--- config.mk ---
export PLATFORM = sky130hd
export DESIGN_NAME = lst_selftest
export DESIGN_NICKNAME = d
export VERILOG_FILES = /design/src/lst_delay_line.v /design/src/lst_selftest.v
export VERILOG_INCLUDE_DIRS = /design/src /design/src/src
export SDC_FILE = /design/constraint.sdc
export NUM_CORES = 1
export LEC_CHECK = 0
export ABC_AREA = 0
export BUFFER_PORTS_ARGS = -buffer_cell sky130_fd_sc_hd__buf_2
export CAP_MARGIN = 25
export CORE_MARGIN = 2
export CORE_UTILIZATION = 49
export CTS_BUF_LIST = sky130_fd_sc_hd__clkbuf_4 sky130_fd_sc_hd__clkbuf_8
export DETAILED_ROUTE_END_ITERATION = 7
export GPL_TIMING_DRIVEN = 0
export HOLD_SLACK_MARGIN = 0.08
export PLACE_DENSITY = 0.72
export SLEW_MARGIN = 5
export SYNTH_ARGS = -nofsm -noshare
export SYNTH_HDL_FRONTEND = slang
export SYNTH_SLANG_ARGS = --single-unit
--- constraint.sdc ---
create_clock -name core_clk -period 7.7 [get_ports core_clk]
set_input_delay 1.54 -clock core_clk [delete_from_list [all_inputs] [get_ports core_clk]]
set_output_delay 1.54 -clock core_clk [all_outputs]
set_load 0.05 [all_outputs]
--- src/lst_selftest_regs.vh ---
// Register offsets, fields and timing counts of the lockstep self-test block
`ifndef LST_SELFTEST_REGS_VH
`define LST_SELFTEST_REGS_VH
`define LST_DIVIDE_RATIO_FIELD_ADDR 28'hfffe108
`define LST_CTRL_ADDR 28'hfffe100
`define LST_STAT_ADDR 28'hfffe104
`define LST_TOUT_ADDR 28'hfffe10c
`define LST_FAIL_ADDR 28'hfffe110
`define LST_EXC_ADDR 28'hfffe114
`define LST_ADDR_W 28
`define LST_DIV_LSB 0
`define LST_DIV_MSB 2
`define LST_CTRL_START 0
`define LST_CTRL_RESTART 1
`define LST_CTRL_CNT_LSB 8
`define LST_CTRL_CNT_MSB 12
`define LST_STAT_DONE 0
`define LST_STAT_FAIL 1
`define LST_STAT_TOUT 2
`define LST_STAT_CMP 3
`define LST_STAT_BUSY 4
`define LST_EXC_STC_BIT 5
`define LST_INTERVAL_CYCLES 16'h0555
`define LST_MAX_INTERVALS 5'h1a
`define LST_CMP_DELAY 2
`define LST_TOUT_RESET 32'hffffffff
`define LST_CPU_RST_CYCLES 4'h8
`endif

--- src/lst_delay_line.v ---
// Fixed-depth delay line for lockstep compare paths
`timescale 1ns/1ns
`default_nettype none
module lst_delay_line #(
  parameter WIDTH = 32,
  parameter DEPTH = 2
) (
  input wire core_clk,
  input wire reset,
  input wire [WIDTH-1:0] din,
  output wire [WIDTH-1:0] dout
);
  reg [WIDTH-1:0] stage_reg [0:DEPTH-1];
  genvar i;
  generate
    for (i = 0; i < DEPTH; i = i + 1)
    begin : g_stage
      always @(posedge core_clk)
      begin
        if (reset)
          stage_reg[i] <= {WIDTH{1'b0}};
        else if (i == 0)
          stage_reg[i] <= din;
        else
          stage_reg[i] <= stage_reg[(i == 0) ? 0 : i-1];
      end
    end
  endgenerate
  assign dout = stage_reg[DEPTH-1];
endmodule // lst_delay_line
`default_nettype wire

--- src/lst_selftest.v ---
// Lockstep compare unit and CPU self-test controller with Wishbone registers
// What this block does
// - Second core clock tree equal, in phase
// - Compare both cores through differing delay paths
// - Compare delay is two clock cycles
// - Controller drives logic BIST engine on cores
// - Test split into intervals, programmable count
// - Run continues or restarts per software
// - Core under test isolated from system
// - Failing interval number recorded, readable
// - Timeout counter supervises each run
// - Processor reset after run; handler reads status
// - Self-test reset flagged in exception bit 5
// - Test clock divided, software keeps under 45MHz
// - Divider held in register at fixed address
// - Processor clocks divided one to eight, same
// - Interval 1365 test cycles, up to 26
//
// Decided for this implementation: register access over Wishbone.
`timescale 1ns/1ns
`default_nettype none
`include "lst_selftest_regs.vh"
module lst_selftest (
  input wire core_clk,
  input wire reset,
  input wire wb_cyc_i,
  input wire wb_stb_i,
  input wire wb_we_i,
  input wire [27:0] wb_adr_i,
  input wire [3:0] wb_sel_i,
  input wire [31:0] wb_dat_i,
  output reg [31:0] wb_dat_o,
  output reg wb_ack_o,
  input wire [31:0] core1_out,
  input wire [31:0] core2_out,
  input wire bist_sig_fail,
  output reg core1_clk_en,
  output reg core2_clk_en,
  output reg selftest_clock_en,
  output reg bist_enable,
  output reg bist_interval_start,
  output reg [4:0] bist_interval_num,
  output reg core_isolate,
  output reg cpu_reset,
  output reg compare_error
);
  localparam ST_IDLE = 2'h0;
  localparam ST_RUN = 2'h1;
  localparam ST_RESET = 2'h2;
  localparam [31:0] TOUT_RST = `LST_TOUT_RESET;

  reg [2:0] divide_ratio_field_reg;
  reg [4:0] count_reg;
  reg [7:0] timeout_lane_reg [0:3];
  wire [31:0] timeout_val;
  reg [4:0] fail_int_reg;
  reg done_reg;
  reg fail_reg;
  reg tout_reg;
  reg cmp_reg;
  reg exc_stc_reg;
  reg [1:0] state_reg;
  reg [4:0] next_int_reg;
  reg [4:0] run_left_reg;
  reg [15:0] cyc_reg;
  reg [31:0] tcnt_reg;
  reg [2:0] div_cnt_reg;
  reg [3:0] rst_cnt_reg;
  reg [31:0] rdata;
  wire [31:0] core1_dly;
  wire [31:0] core2_dly;
  wire bus_req = wb_cyc_i & wb_stb_i & ~wb_ack_o;
  // Writes land on the edge at which the master samples ack
  wire wr_go = wb_cyc_i & wb_stb_i & wb_ack_o & wb_we_i;
  wire wr = wr_go & wb_sel_i[0];
  wire sel_divide_ratio_field = wb_adr_i == `LST_DIVIDE_RATIO_FIELD_ADDR;
  wire sel_ctrl = wb_adr_i == `LST_CTRL_ADDR;
  wire sel_tout = wb_adr_i == `LST_TOUT_ADDR;
  wire start_wr = wr && sel_ctrl && wb_dat_i[`LST_CTRL_START] && state_reg == ST_IDLE;
  // Count written together with start applies to this very run
  wire [4:0] start_cnt = wb_sel_i[1] ? wb_dat_i[`LST_CTRL_CNT_MSB:`LST_CTRL_CNT_LSB] : count_reg;
  wire tick = (div_cnt_reg == divide_ratio_field_reg);
  wire mismatch = (core1_dly != core2_dly) && state_reg == ST_IDLE;

  // Core 1 path delayed; core 2 runs two cycles later, so undelayed here
  lst_delay_line #(
    .WIDTH(32),
    .DEPTH(`LST_CMP_DELAY)
  ) u_dly1 (
    .core_clk(core_clk),
    .reset(reset),
    .din(core1_out),
    .dout(core1_dly)
  );
  assign core2_dly = core2_out;

  always @*
  begin
    case (wb_adr_i)
      `LST_DIVIDE_RATIO_FIELD_ADDR: rdata = {29'h0, divide_ratio_field_reg};
      `LST_CTRL_ADDR: rdata = {19'h0, count_reg, 8'h0};
      `LST_STAT_ADDR: rdata = {27'h0, state_reg != ST_IDLE, cmp_reg, tout_reg, fail_reg, done_reg};
      `LST_TOUT_ADDR: rdata = timeout_val;
      `LST_FAIL_ADDR: rdata = {27'h0, fail_int_reg};
      `LST_EXC_ADDR: rdata = {26'h0, exc_stc_reg, 5'h0};
      default: rdata = 32'h0;
    endcase
  end

  always @(posedge core_clk)
  begin
    if (reset)
    begin
      wb_ack_o <= 1'b0;
      wb_dat_o <= 32'h0;
    end
    else
    begin
      wb_ack_o <= bus_req;
      wb_dat_o <= (bus_req & ~wb_we_i) ? rdata : 32'h0;
    end
  end

  // Configuration registers; byte lane 0 holds the divide ratio, byte lane 1 the interval count
  always @(posedge core_clk)
  begin
    if (reset)
    begin
      divide_ratio_field_reg <= 3'h0;
      count_reg <= 5'h1;
    end
    else if (wr_go)
    begin
      if (sel_divide_ratio_field && wb_sel_i[0])
        divide_ratio_field_reg <= wb_dat_i[`LST_DIV_MSB:`LST_DIV_LSB];
      if (sel_ctrl && wb_sel_i[1] && state_reg == ST_IDLE)
        count_reg <= wb_dat_i[`LST_CTRL_CNT_MSB:`LST_CTRL_CNT_LSB];
    end
  end

  // Timeout word, one register per byte lane
  genvar lane;
  generate
    for (lane = 0; lane < 4; lane = lane + 1)
    begin : g_tout_lane
      always @(posedge core_clk)
      begin
        if (reset)
          timeout_lane_reg[lane] <= TOUT_RST[8*lane+7 -: 8];
        else if (wr_go && sel_tout && wb_sel_i[lane])
          timeout_lane_reg[lane] <= wb_dat_i[8*lane+7 -: 8];
      end
      assign timeout_val[8*lane+7 -: 8] = timeout_lane_reg[lane];
    end
  endgenerate

  // Compare flag: hardware set wins over software write-one clear
  always @(posedge core_clk)
  begin
    if (reset)
    begin
      cmp_reg <= 1'b0;
      compare_error <= 1'b0;
    end
    else
    begin
      compare_error <= mismatch;
      if (mismatch)
        cmp_reg <= 1'b1;
      else if (wr && wb_adr_i == `LST_STAT_ADDR && wb_dat_i[`LST_STAT_CMP])
        cmp_reg <= 1'b0;
    end
  end

  // Test clock divider; ratio field + 1 gives divide by one to eight
  always @(posedge core_clk)
  begin
    if (reset || state_reg != ST_RUN)
      div_cnt_reg <= 3'h0;
    else if (tick)
      div_cnt_reg <= 3'h0;
    else
      div_cnt_reg <= div_cnt_reg + 3'h1;
  end

  // Self-test sequencer
  always @(posedge core_clk)
  begin
    if (reset)
    begin
      state_reg <= ST_IDLE;
      next_int_reg <= 5'h0;
      run_left_reg <= 5'h0;
      cyc_reg <= 16'h0;
      tcnt_reg <= 32'h0;
      rst_cnt_reg <= 4'h0;
      fail_int_reg <= 5'h0;
      done_reg <= 1'b0;
      fail_reg <= 1'b0;
      tout_reg <= 1'b0;
      exc_stc_reg <= 1'b0;
      bist_interval_start <= 1'b0;
      bist_interval_num <= 5'h0;
    end
    else
    begin
      bist_interval_start <= 1'b0;
      if (wr && wb_adr_i == `LST_EXC_ADDR && wb_dat_i[`LST_EXC_STC_BIT] && state_reg != ST_RESET)
        exc_stc_reg <= 1'b0;
      case (state_reg)
        ST_IDLE:
        begin
          if (start_wr && start_cnt != 5'h0)
          begin
            state_reg <= ST_RUN;
            done_reg <= 1'b0;
            fail_reg <= 1'b0;
            tout_reg <= 1'b0;
            fail_int_reg <= 5'h0;
            cyc_reg <= 16'h0;
            tcnt_reg <= 32'h0;
            run_left_reg <= start_cnt;
            if (wb_dat_i[`LST_CTRL_RESTART] || next_int_reg >= `LST_MAX_INTERVALS)
            begin
              next_int_reg <= 5'h0;
              bist_interval_num <= 5'h0;
            end
            else
              bist_interval_num <= next_int_reg;
            bist_interval_start <= 1'b1;
          end
        end
        ST_RUN:
        begin
          tcnt_reg <= tcnt_reg + 32'h1;
          if (tcnt_reg >= timeout_val)
          begin
            tout_reg <= 1'b1;
            state_reg <= ST_RESET;
            rst_cnt_reg <= 4'h0;
          end
          else if (tick)
          begin
            if (cyc_reg == `LST_INTERVAL_CYCLES - 16'h1)
            begin
              cyc_reg <= 16'h0;
              next_int_reg <= bist_interval_num + 5'h1;
              if (bist_sig_fail)
              begin
                fail_reg <= 1'b1;
                fail_int_reg <= bist_interval_num + 5'h1;
                state_reg <= ST_RESET;
                rst_cnt_reg <= 4'h0;
              end
              else if (run_left_reg == 5'h1 || bist_interval_num + 5'h1 >= `LST_MAX_INTERVALS)
              begin
                done_reg <= 1'b1;
                state_reg <= ST_RESET;
                rst_cnt_reg <= 4'h0;
              end
              else
              begin
                run_left_reg <= run_left_reg - 5'h1;
                bist_interval_num <= bist_interval_num + 5'h1;
                bist_interval_start <= 1'b1;
              end
            end
            else
              cyc_reg <= cyc_reg + 16'h1;
          end
        end
        ST_RESET:
        begin
          exc_stc_reg <= 1'b1;
          rst_cnt_reg <= rst_cnt_reg + 4'h1;
          if (rst_cnt_reg == `LST_CPU_RST_CYCLES - 4'h1)
            state_reg <= ST_IDLE;
        end
        default: state_reg <= ST_IDLE;
      endcase
    end
  end

  // Registered control outputs
  always @(posedge core_clk)
  begin
    if (reset)
    begin
      core1_clk_en <= 1'b1;
      core2_clk_en <= 1'b1;
      selftest_clock_en <= 1'b0;
      bist_enable <= 1'b0;
      core_isolate <= 1'b0;
      cpu_reset <= 1'b0;
    end
    else
    begin
      // Both trees gated by one term so they stay in phase
      core1_clk_en <= state_reg != ST_RUN || tick;
      core2_clk_en <= state_reg != ST_RUN || tick;
      selftest_clock_en <= state_reg == ST_RUN && tick;
      bist_enable <= state_reg == ST_RUN;
      core_isolate <= state_reg == ST_RUN;
      cpu_reset <= state_reg == ST_RESET;
    end
  end
endmodule // lst_selftest
`default_nettype wire

---- After elaboration in Yosys (flattened, before gate mapping) ----
Memories as Yosys holds them, arrays and structs flattened.
Cells that the tools add are included.
operators by class
  equality and inequality tests ........... 28
  magnitude comparators ................... 3
  add/subtract/negate cells ............... 6
  bitwise logic cells ..................... 15
  mux-type cells .......................... 94
  reductions and logical operators ........ 43
operators with widths
  kind                                                                number
  32-bit case mux with 6 select lines                                 1
  28-bit == test (second input constant)                              6
  5-bit 2-to-1 mux                                                    22
  32-bit 2-to-1 mux                                                   3
  16-bit 2-to-1 mux                                                   4
  32-bit case mux with 2 select lines                                 1
  5-bit case mux with 2 select lines                                  4
  1-bit 2-to-1 mux                                                    36
  32-bit by 1-bit adder with 32-bit output (second input constant)    1
  32-bit >= comparator                                                1
  8-bit 2-to-1 mux                                                    4
  32-bit != test                                                      1
  16-bit case mux with 2 select lines                                 1
  4-bit 2-to-1 mux                                                    5
  2-bit != test (second input constant)                               10
  1-bit logical AND                                                   19
  16-bit by 1-bit adder with 16-bit output (second input constant)    1
  16-bit by 11-bit == test with 1-bit output (second input constant)  1
  2-bit 2-to-1 mux                                                    7
  7-bit AND reduction                                                 2
  5-bit >= comparator (second input constant)                         2
  5-bit AND reduction                                                 2
  2-bit nonzero test                                                  5
  1-bit case mux with 2 select lines                                  4
  25 further kinds                                                    46
word-level totals
  word-level logic and storage cells ...... 215
  memories ................................ 2
  bits in registers ....................... 129
  bits of input ports ..................... 134
  RAM bits ................................ 96
  output and inout bits ................... 46
memories
  name              depth  width  rd ports  clocked after memory_dff  write ports  RTL line             text
  u_dly1.stage_reg  2      32     2         0                         2            lst_delay_line.v:13  reg [WIDTH-1:0] stage_reg [0:DEPTH-1];
  timeout_lane_reg  4      8      4         0                         4            lst_selftest.v:54    reg [7:0] timeout_lane_reg [0:3];

---- Longest topological paths before layout ----
  depth in word-level cells ............... 10
  gate-level depth with buffers ........... 12
  mapped depth without buffers ............ 10

---- Modules after synthesis ----
A second synthesis with hierarchy kept.
unflattened totals
  cells, all modules ...................... 1041
  area total of the unflattened synthesis .. 10123.5 µm²
by module, submodules not included
  module          instances  cells each  area each (µm²)  sequential area each (µm²)
  lst_selftest    1          906         8205.4           3543.4
  lst_delay_line  1          135         1918.1           1281.2

---- Least setup slack after synthesis ----
OpenSTA, ideal clock, no wires.
  path kind ............................... input port to flip-flop
  start point ............................. input port wb_adr_i[11]
  end point ............................... register count_reg[0]
  arrival ................................. 3.800 ns
  data required time ...................... 7.571 ns
  path buffers ............................ 1
  stages on the path ...................... 8
  setup slack ............................. 3.771 ns
  library setup time ...................... 0.129 ns
  path through ............................ or4b_1 -> or4_4 -> nor4_4 -> nor2b_1 -> and4_1 -> buf_2 -> mux2i_1 -> nand2_1
on the way
  cells in the longest elaborated chain, start to end .. 4
RTL lines
  item                             RTL line            text
  start, declared                  lst_selftest.v:29   input wire [27:0] wb_adr_i,
  28-bit == test                   --
  1-bit logical AND (2 in series)  lst_selftest.v:136  if (sel_ctrl && wb_sel_i[1] && state_reg == ST_IDLE)
  2-bit AND reduction (no line)    --
  end signal, assigned             lst_selftest.v:137  count_reg <= wb_dat_i[`LST_CTRL_CNT_MSB:`LST_CTRL_CNT_LSB];
  end, declared                    lst_selftest.v:53   reg [4:0] count_reg;
No other way between the ends.
A chain may end at the register's enable or synchronous reset.

---- Worst setup path in the final report ----
  start point ............................. input port wb_adr_i[11]
  end point ............................... register fail_int_reg[2]
on the way
  cells in the longest elaborated chain, start to end .. 7
RTL lines
  item                                                RTL line            text
  28-bit == test                                      --
  1-bit logical AND (3 in series)                     lst_selftest.v:79   wire start_wr = wr && sel_ctrl && wb_dat_i[`LST_CTRL_START] && state_reg == ST_IDLE;
  1-bit logical AND                                   lst_selftest.v:213  if (start_wr && start_cnt != 5'h0)
  2-bit by 1-bit != test with 1-bit output (no line)  --
  6-bit AND reduction (no line)                       --
  end signal, assigned                                lst_selftest.v:251  fail_int_reg <= bist_interval_num + 5'h1;
  end, declared                                       lst_selftest.v:56   reg [4:0] fail_int_reg;
No other way between the ends.

==> metrics.txt <==
# TYPE chip_impl_metric gauge
chip_impl_metric{name="critical_path_buf_inv_count",unit=""} 1
chip_impl_metric{name="time_the_worst_path_needs_with_i_o_delays_and_setup",unit="ns"} 4.00
chip_impl_metric{name="clock-skew-final",unit="ns"} 0.00986
chip_impl_metric{name="post_synth.cell_area_avg",unit="sq um"} 9.56
chip_impl_metric{name="async_flop_share",unit=""} 0
chip_impl_metric{name="num_io_pins",unit=""} 180
chip_impl_info{name="root_buffer",value="clkbuf_8"} 1
chip_impl_metric{name="maximum_number_of_pins_on_one_net_before_global_route_repair",unit=""} 11
chip_impl_metric{name="clock_latency",unit="ns"} 0.52
chip_impl_metric{name="floorplan.die.height",unit="um"} 146
chip_impl_info{name="startpoint_type_of_the_worst_setup_path",value="input pin"} 1
chip_impl_metric{name="synth_area",unit="sq um"} 9850
chip_impl_metric{name="design_area",unit="sq um"} 12000
chip_impl_metric{name="route.detailed.drc",unit=""} 0
chip_impl_info{name="critical_path.endpoint_type",value="flip-flop"} 1
chip_impl_metric{name="slew_violations",unit=""} 0
chip_impl_metric{name="place.detailed.hpwl",unit="mm"} 18.8
chip_impl_info{name="clock_tree_from_tritoncts",value="yes"} 1
chip_impl_metric{name="setup_viol",unit=""} 0
chip_impl_metric{name="ctsResizeCount",unit=""} 0
chip_impl_metric{name="worst-endpoint-arrival",unit="ns"} 4.42
chip_impl_info{name="ys_top_cells_by_area",value="dfxtp_1 39%, edfxtp_1 9.8%, ha_1 5.2%"} 1
chip_impl_metric{name="avgRoutedWirePerCell",unit="um"} 16.2
chip_impl_info{name="min_path_type",value="reg2reg"} 1
chip_impl_metric{name="antenna_found_initial",unit=""} 1
chip_impl_metric{name="floorplan.core_area",unit="sq um"} 19600
chip_impl_metric{name="synth.lib_cells_used.distinct",unit=""} 70
chip_impl_metric{name="post_synth_inst_count",unit=""} 1030
chip_impl_metric{name="cts_buffers",unit=""} 38
chip_impl_metric{name="timing.setup.tns",unit="ns"} 0
chip_impl_metric{name="final_worst_path_period_share",unit=""} 0.520
chip_impl_metric{name="seq_area_frac_synth",unit=""} 0.490
chip_impl_metric{name="gp_congestion",unit=""} 0.869
chip_impl_info{name="path_cells",value="buf_2 > or4b_1 > or4_4 > nor4_4 > o2111ai_2 > nand2_1 > o22ai_1 > a22o_1"} 1
chip_impl_metric{name="timing.critical_path.slowest_cell_delay",unit="ns"} 0.54
chip_impl_metric{name="area_of_the_die",unit="sq um"} 21300
chip_impl_metric{name="r2r_setup_slack",unit="ns"} 4.44
chip_impl_metric{name="layout-drive-gt1-share",unit=""} 0.220
chip_impl_metric{name="cts_setup_buffers",unit=""} 0
chip_impl_info{name="final_cell_mix",value="193 x dfxtp_1, 182 x buf_2, 90 x nor2_1, 68 x nand2_1, 68 x nor2b_1"} 1
chip_impl_metric{name="power-per-cell-area",unit="nW/um^2"} 214
chip_impl_metric{name="hold_slack",unit="ns"} 0.434
chip_impl_metric{name="fp.dieW",unit="um"} 146
chip_impl_metric{name="initialDrtViolationCount",unit=""} 617
chip_impl_metric{name="cts_htree_levels",unit=""} 2
chip_impl_metric{name="clkTransAtPathRegs",unit="ns"} 0.07
chip_impl_info{name="worstSetupPathType",value="in2reg"} 1
chip_impl_metric{name="postCtsHoldBufs",unit=""} 0
chip_impl_metric{name="yosysTopAreaCellShare",unit=""} 0.392
chip_impl_metric{name="number_of_enable_type_register_cells_in_the_synthesized_netlist",unit=""} 32
chip_impl_metric{name="cts.path.max_buffers",unit=""} 3
chip_impl_metric{name="worst_max_slew_pin_slew",unit="ns"} 0.992
chip_impl_metric{name="leakage",unit="nW"} 5.11
chip_impl_metric{name="route.vias.total",unit=""} 8292
chip_impl_metric{name="critical_path.max_fanout",unit=""} 9
chip_impl_metric{name="grtUsageTotal",unit=""} 0.231
chip_impl_info{name="critPathSlowestCell",value="or4_4"} 1
chip_impl_metric{name="area.growth.synth_to_final",unit="%"} 21.6
chip_impl_metric{name="warnings_synthesis",unit=""} 0
chip_impl_metric{name="drt-pass1-iter-count",unit=""} 7
chip_impl_metric{name="final_hold_viol_count",unit=""} 0
chip_impl_info{name="rsz0062_at_grt",value="false"} 1
chip_impl_metric{name="ff_latch_area",unit="sq um"} 4820
chip_impl_metric{name="area_after_detailed_placement",unit="sq um"} 11100
chip_impl_metric{name="nFillCells",unit=""} 1716
chip_impl_metric{name="port_buffers",unit=""} 178
chip_impl_metric{name="route.detailed.vias_per_inst",unit=""} 5.38
chip_impl_metric{name="irDropWorstVdd",unit="mV"} 0.198
chip_impl_metric{name="nNetsFinal",unit=""} 1425
chip_impl_info{name="run_status",value="finished, final reports clean"} 1
chip_impl_metric{name="antenna_left",unit=""} 0
chip_impl_metric{name="multi_input_area",unit="sq um"} 4680
chip_impl_metric{name="floorplan.initialDensity",unit=""} 0.503
chip_impl_metric{name="cts_sinks",unit=""} 225
chip_impl_metric{name="largest_register_ff_count",unit=""} 64
chip_impl_metric{name="globalRoute.totalOverflow",unit=""} 0
chip_impl_metric{name="grt_pass1_wl",unit="mm"} 39.9
chip_impl_info{name="path_delay_family",value="simple AND/OR/NAND/NOR gates"} 1
chip_impl_metric{name="grt_pass1_vias",unit=""} 7902
chip_impl_metric{name="route.final.wire_length",unit="mm"} 24.9
chip_impl_info{name="final_common_cell",value="dfxtp_1"} 1
chip_impl_metric{name="max_freq",unit="MHz"} 250
chip_impl_metric{name="cp_data_required_time",unit="ns"} 8.12
chip_impl_metric{name="timing.max_slew.rel_slack",unit=""} 0.333
chip_impl_metric{name="register_bit_count_reported_by_yosys",unit=""} 225
chip_impl_metric{name="max_cap_violations",unit=""} 0
chip_impl_metric{name="post_route_utilization",unit=""} 0.612
chip_impl_metric{name="synth_nets",unit=""} 1205
chip_impl_info{name="ys.flop_type",value="dfxtp_1"} 1
chip_impl_metric{name="rows",unit=""} 51
chip_impl_info{name="synth_top_area_cell",value="dfxtp_1"} 1
==> path summary, 6_finish.rpt <==
path / startpoint / to / cells after the start
min: u_dly1.stage_reg[0][12] / u_dly1.stage_reg[1][12] / 1
max: wb_adr_i[11] / fail_int_reg[2] / 8
max reg2reg: tcnt_reg[0] / run_left_reg[3] / 11
min reg2reg: u_dly1.stage_reg[0][12] / u_dly1.stage_reg[1][12] / 1
==> cells by family (layout without fill, tap and decap cells) <==
family          Yosys count  in the layout  share of synthesized area
fa+ha+maj                41             41                     0.0521
flops                   225            225                      0.490
other cells               0              1                          0
mux                      23             23                     0.0244
xor+xnor                 45             45                     0.0400
compound gates          171            171                      0.117
buf+inv                  86            332                     0.0354
simple gates            439            439                      0.242
==> per-layer routing <==
layer / wire (um) / up-vias / global-route usage
met3: 1630 / 66 / 0.0464
met1: 10800 / 3878 / 0.301
met2: 11600 / 256 / 0.377
met5: 11 / - / 0
li1: - / 4090 / -
met4: 901 / 2 / 0.0975
==> worst register-to-register path, cell delays in order, from the launching register on <==
cell and delay (ns):
dfxtp_1 0.37, inv_1 0.07, ha_1 0.28, nand2b_1 0.14
a2111oi_0 0.43, o31ai_1 0.15, nand4_1 0.15, a41oi_1 0.28
o41ai_2 0.65, buf_4 0.27, o21ai_0 0.09, a32o_1 0.27
==> cells in the mapped netlist (5+ instances only) <==
master	number
a21oi_1	56
nand3b_1	5
a211oi_1	9
mux2i_1	15
nor2_1	90
clkbuf_1	32
nor3_1	15
a22oi_1	8
or3_1	14
xor2_1	5
o21ai_0	29
dfxtp_1	193
and3_1	41
nand4_1	25
xnor2_1	40
ha_1	41
mux2_2	8
edfxtp_1	32
nor4_1	7
nand2b_1	28
inv_1	46
a21o_1	9
or2_2	10
nor2b_1	68
nand2_1	68
or4_1	9
o31ai_1	10
a31oi_1	5
nand3_1	36
==> per-stage QoR <==
stage	setup slack (ns)	power [mW]	instances
floorplan	3.77	1.29	1030
global placement	3.20	1.34	1473
detailed placement	3.18	1.35	1474
CTS	3.73	2.58	1540
global route	3.57	2.65	1541
finish	3.70	2.57	1542
==> power by group <==
group | switching (mW) | internal (mW)
Clock | 0.478 | 0.766
Combinational | 0.0560 | 0.0520
Sequential | 0.00558 | 1.21
Total | 0.540 | 2.03
==> cell type report <==
class	count	area share
plain buffers	40	0.0147
flip-flops and latches	225	0.403
well taps	265	0.0277
clock inverters	12	0.0178
inverters	46	0.0144
diodes	1	0.000209
clock buffers	54	0.0563
repair buffers	180	0.0754
multi-input cells	719	0.391
Note: power is estimated with default switching activity, not from simulation.
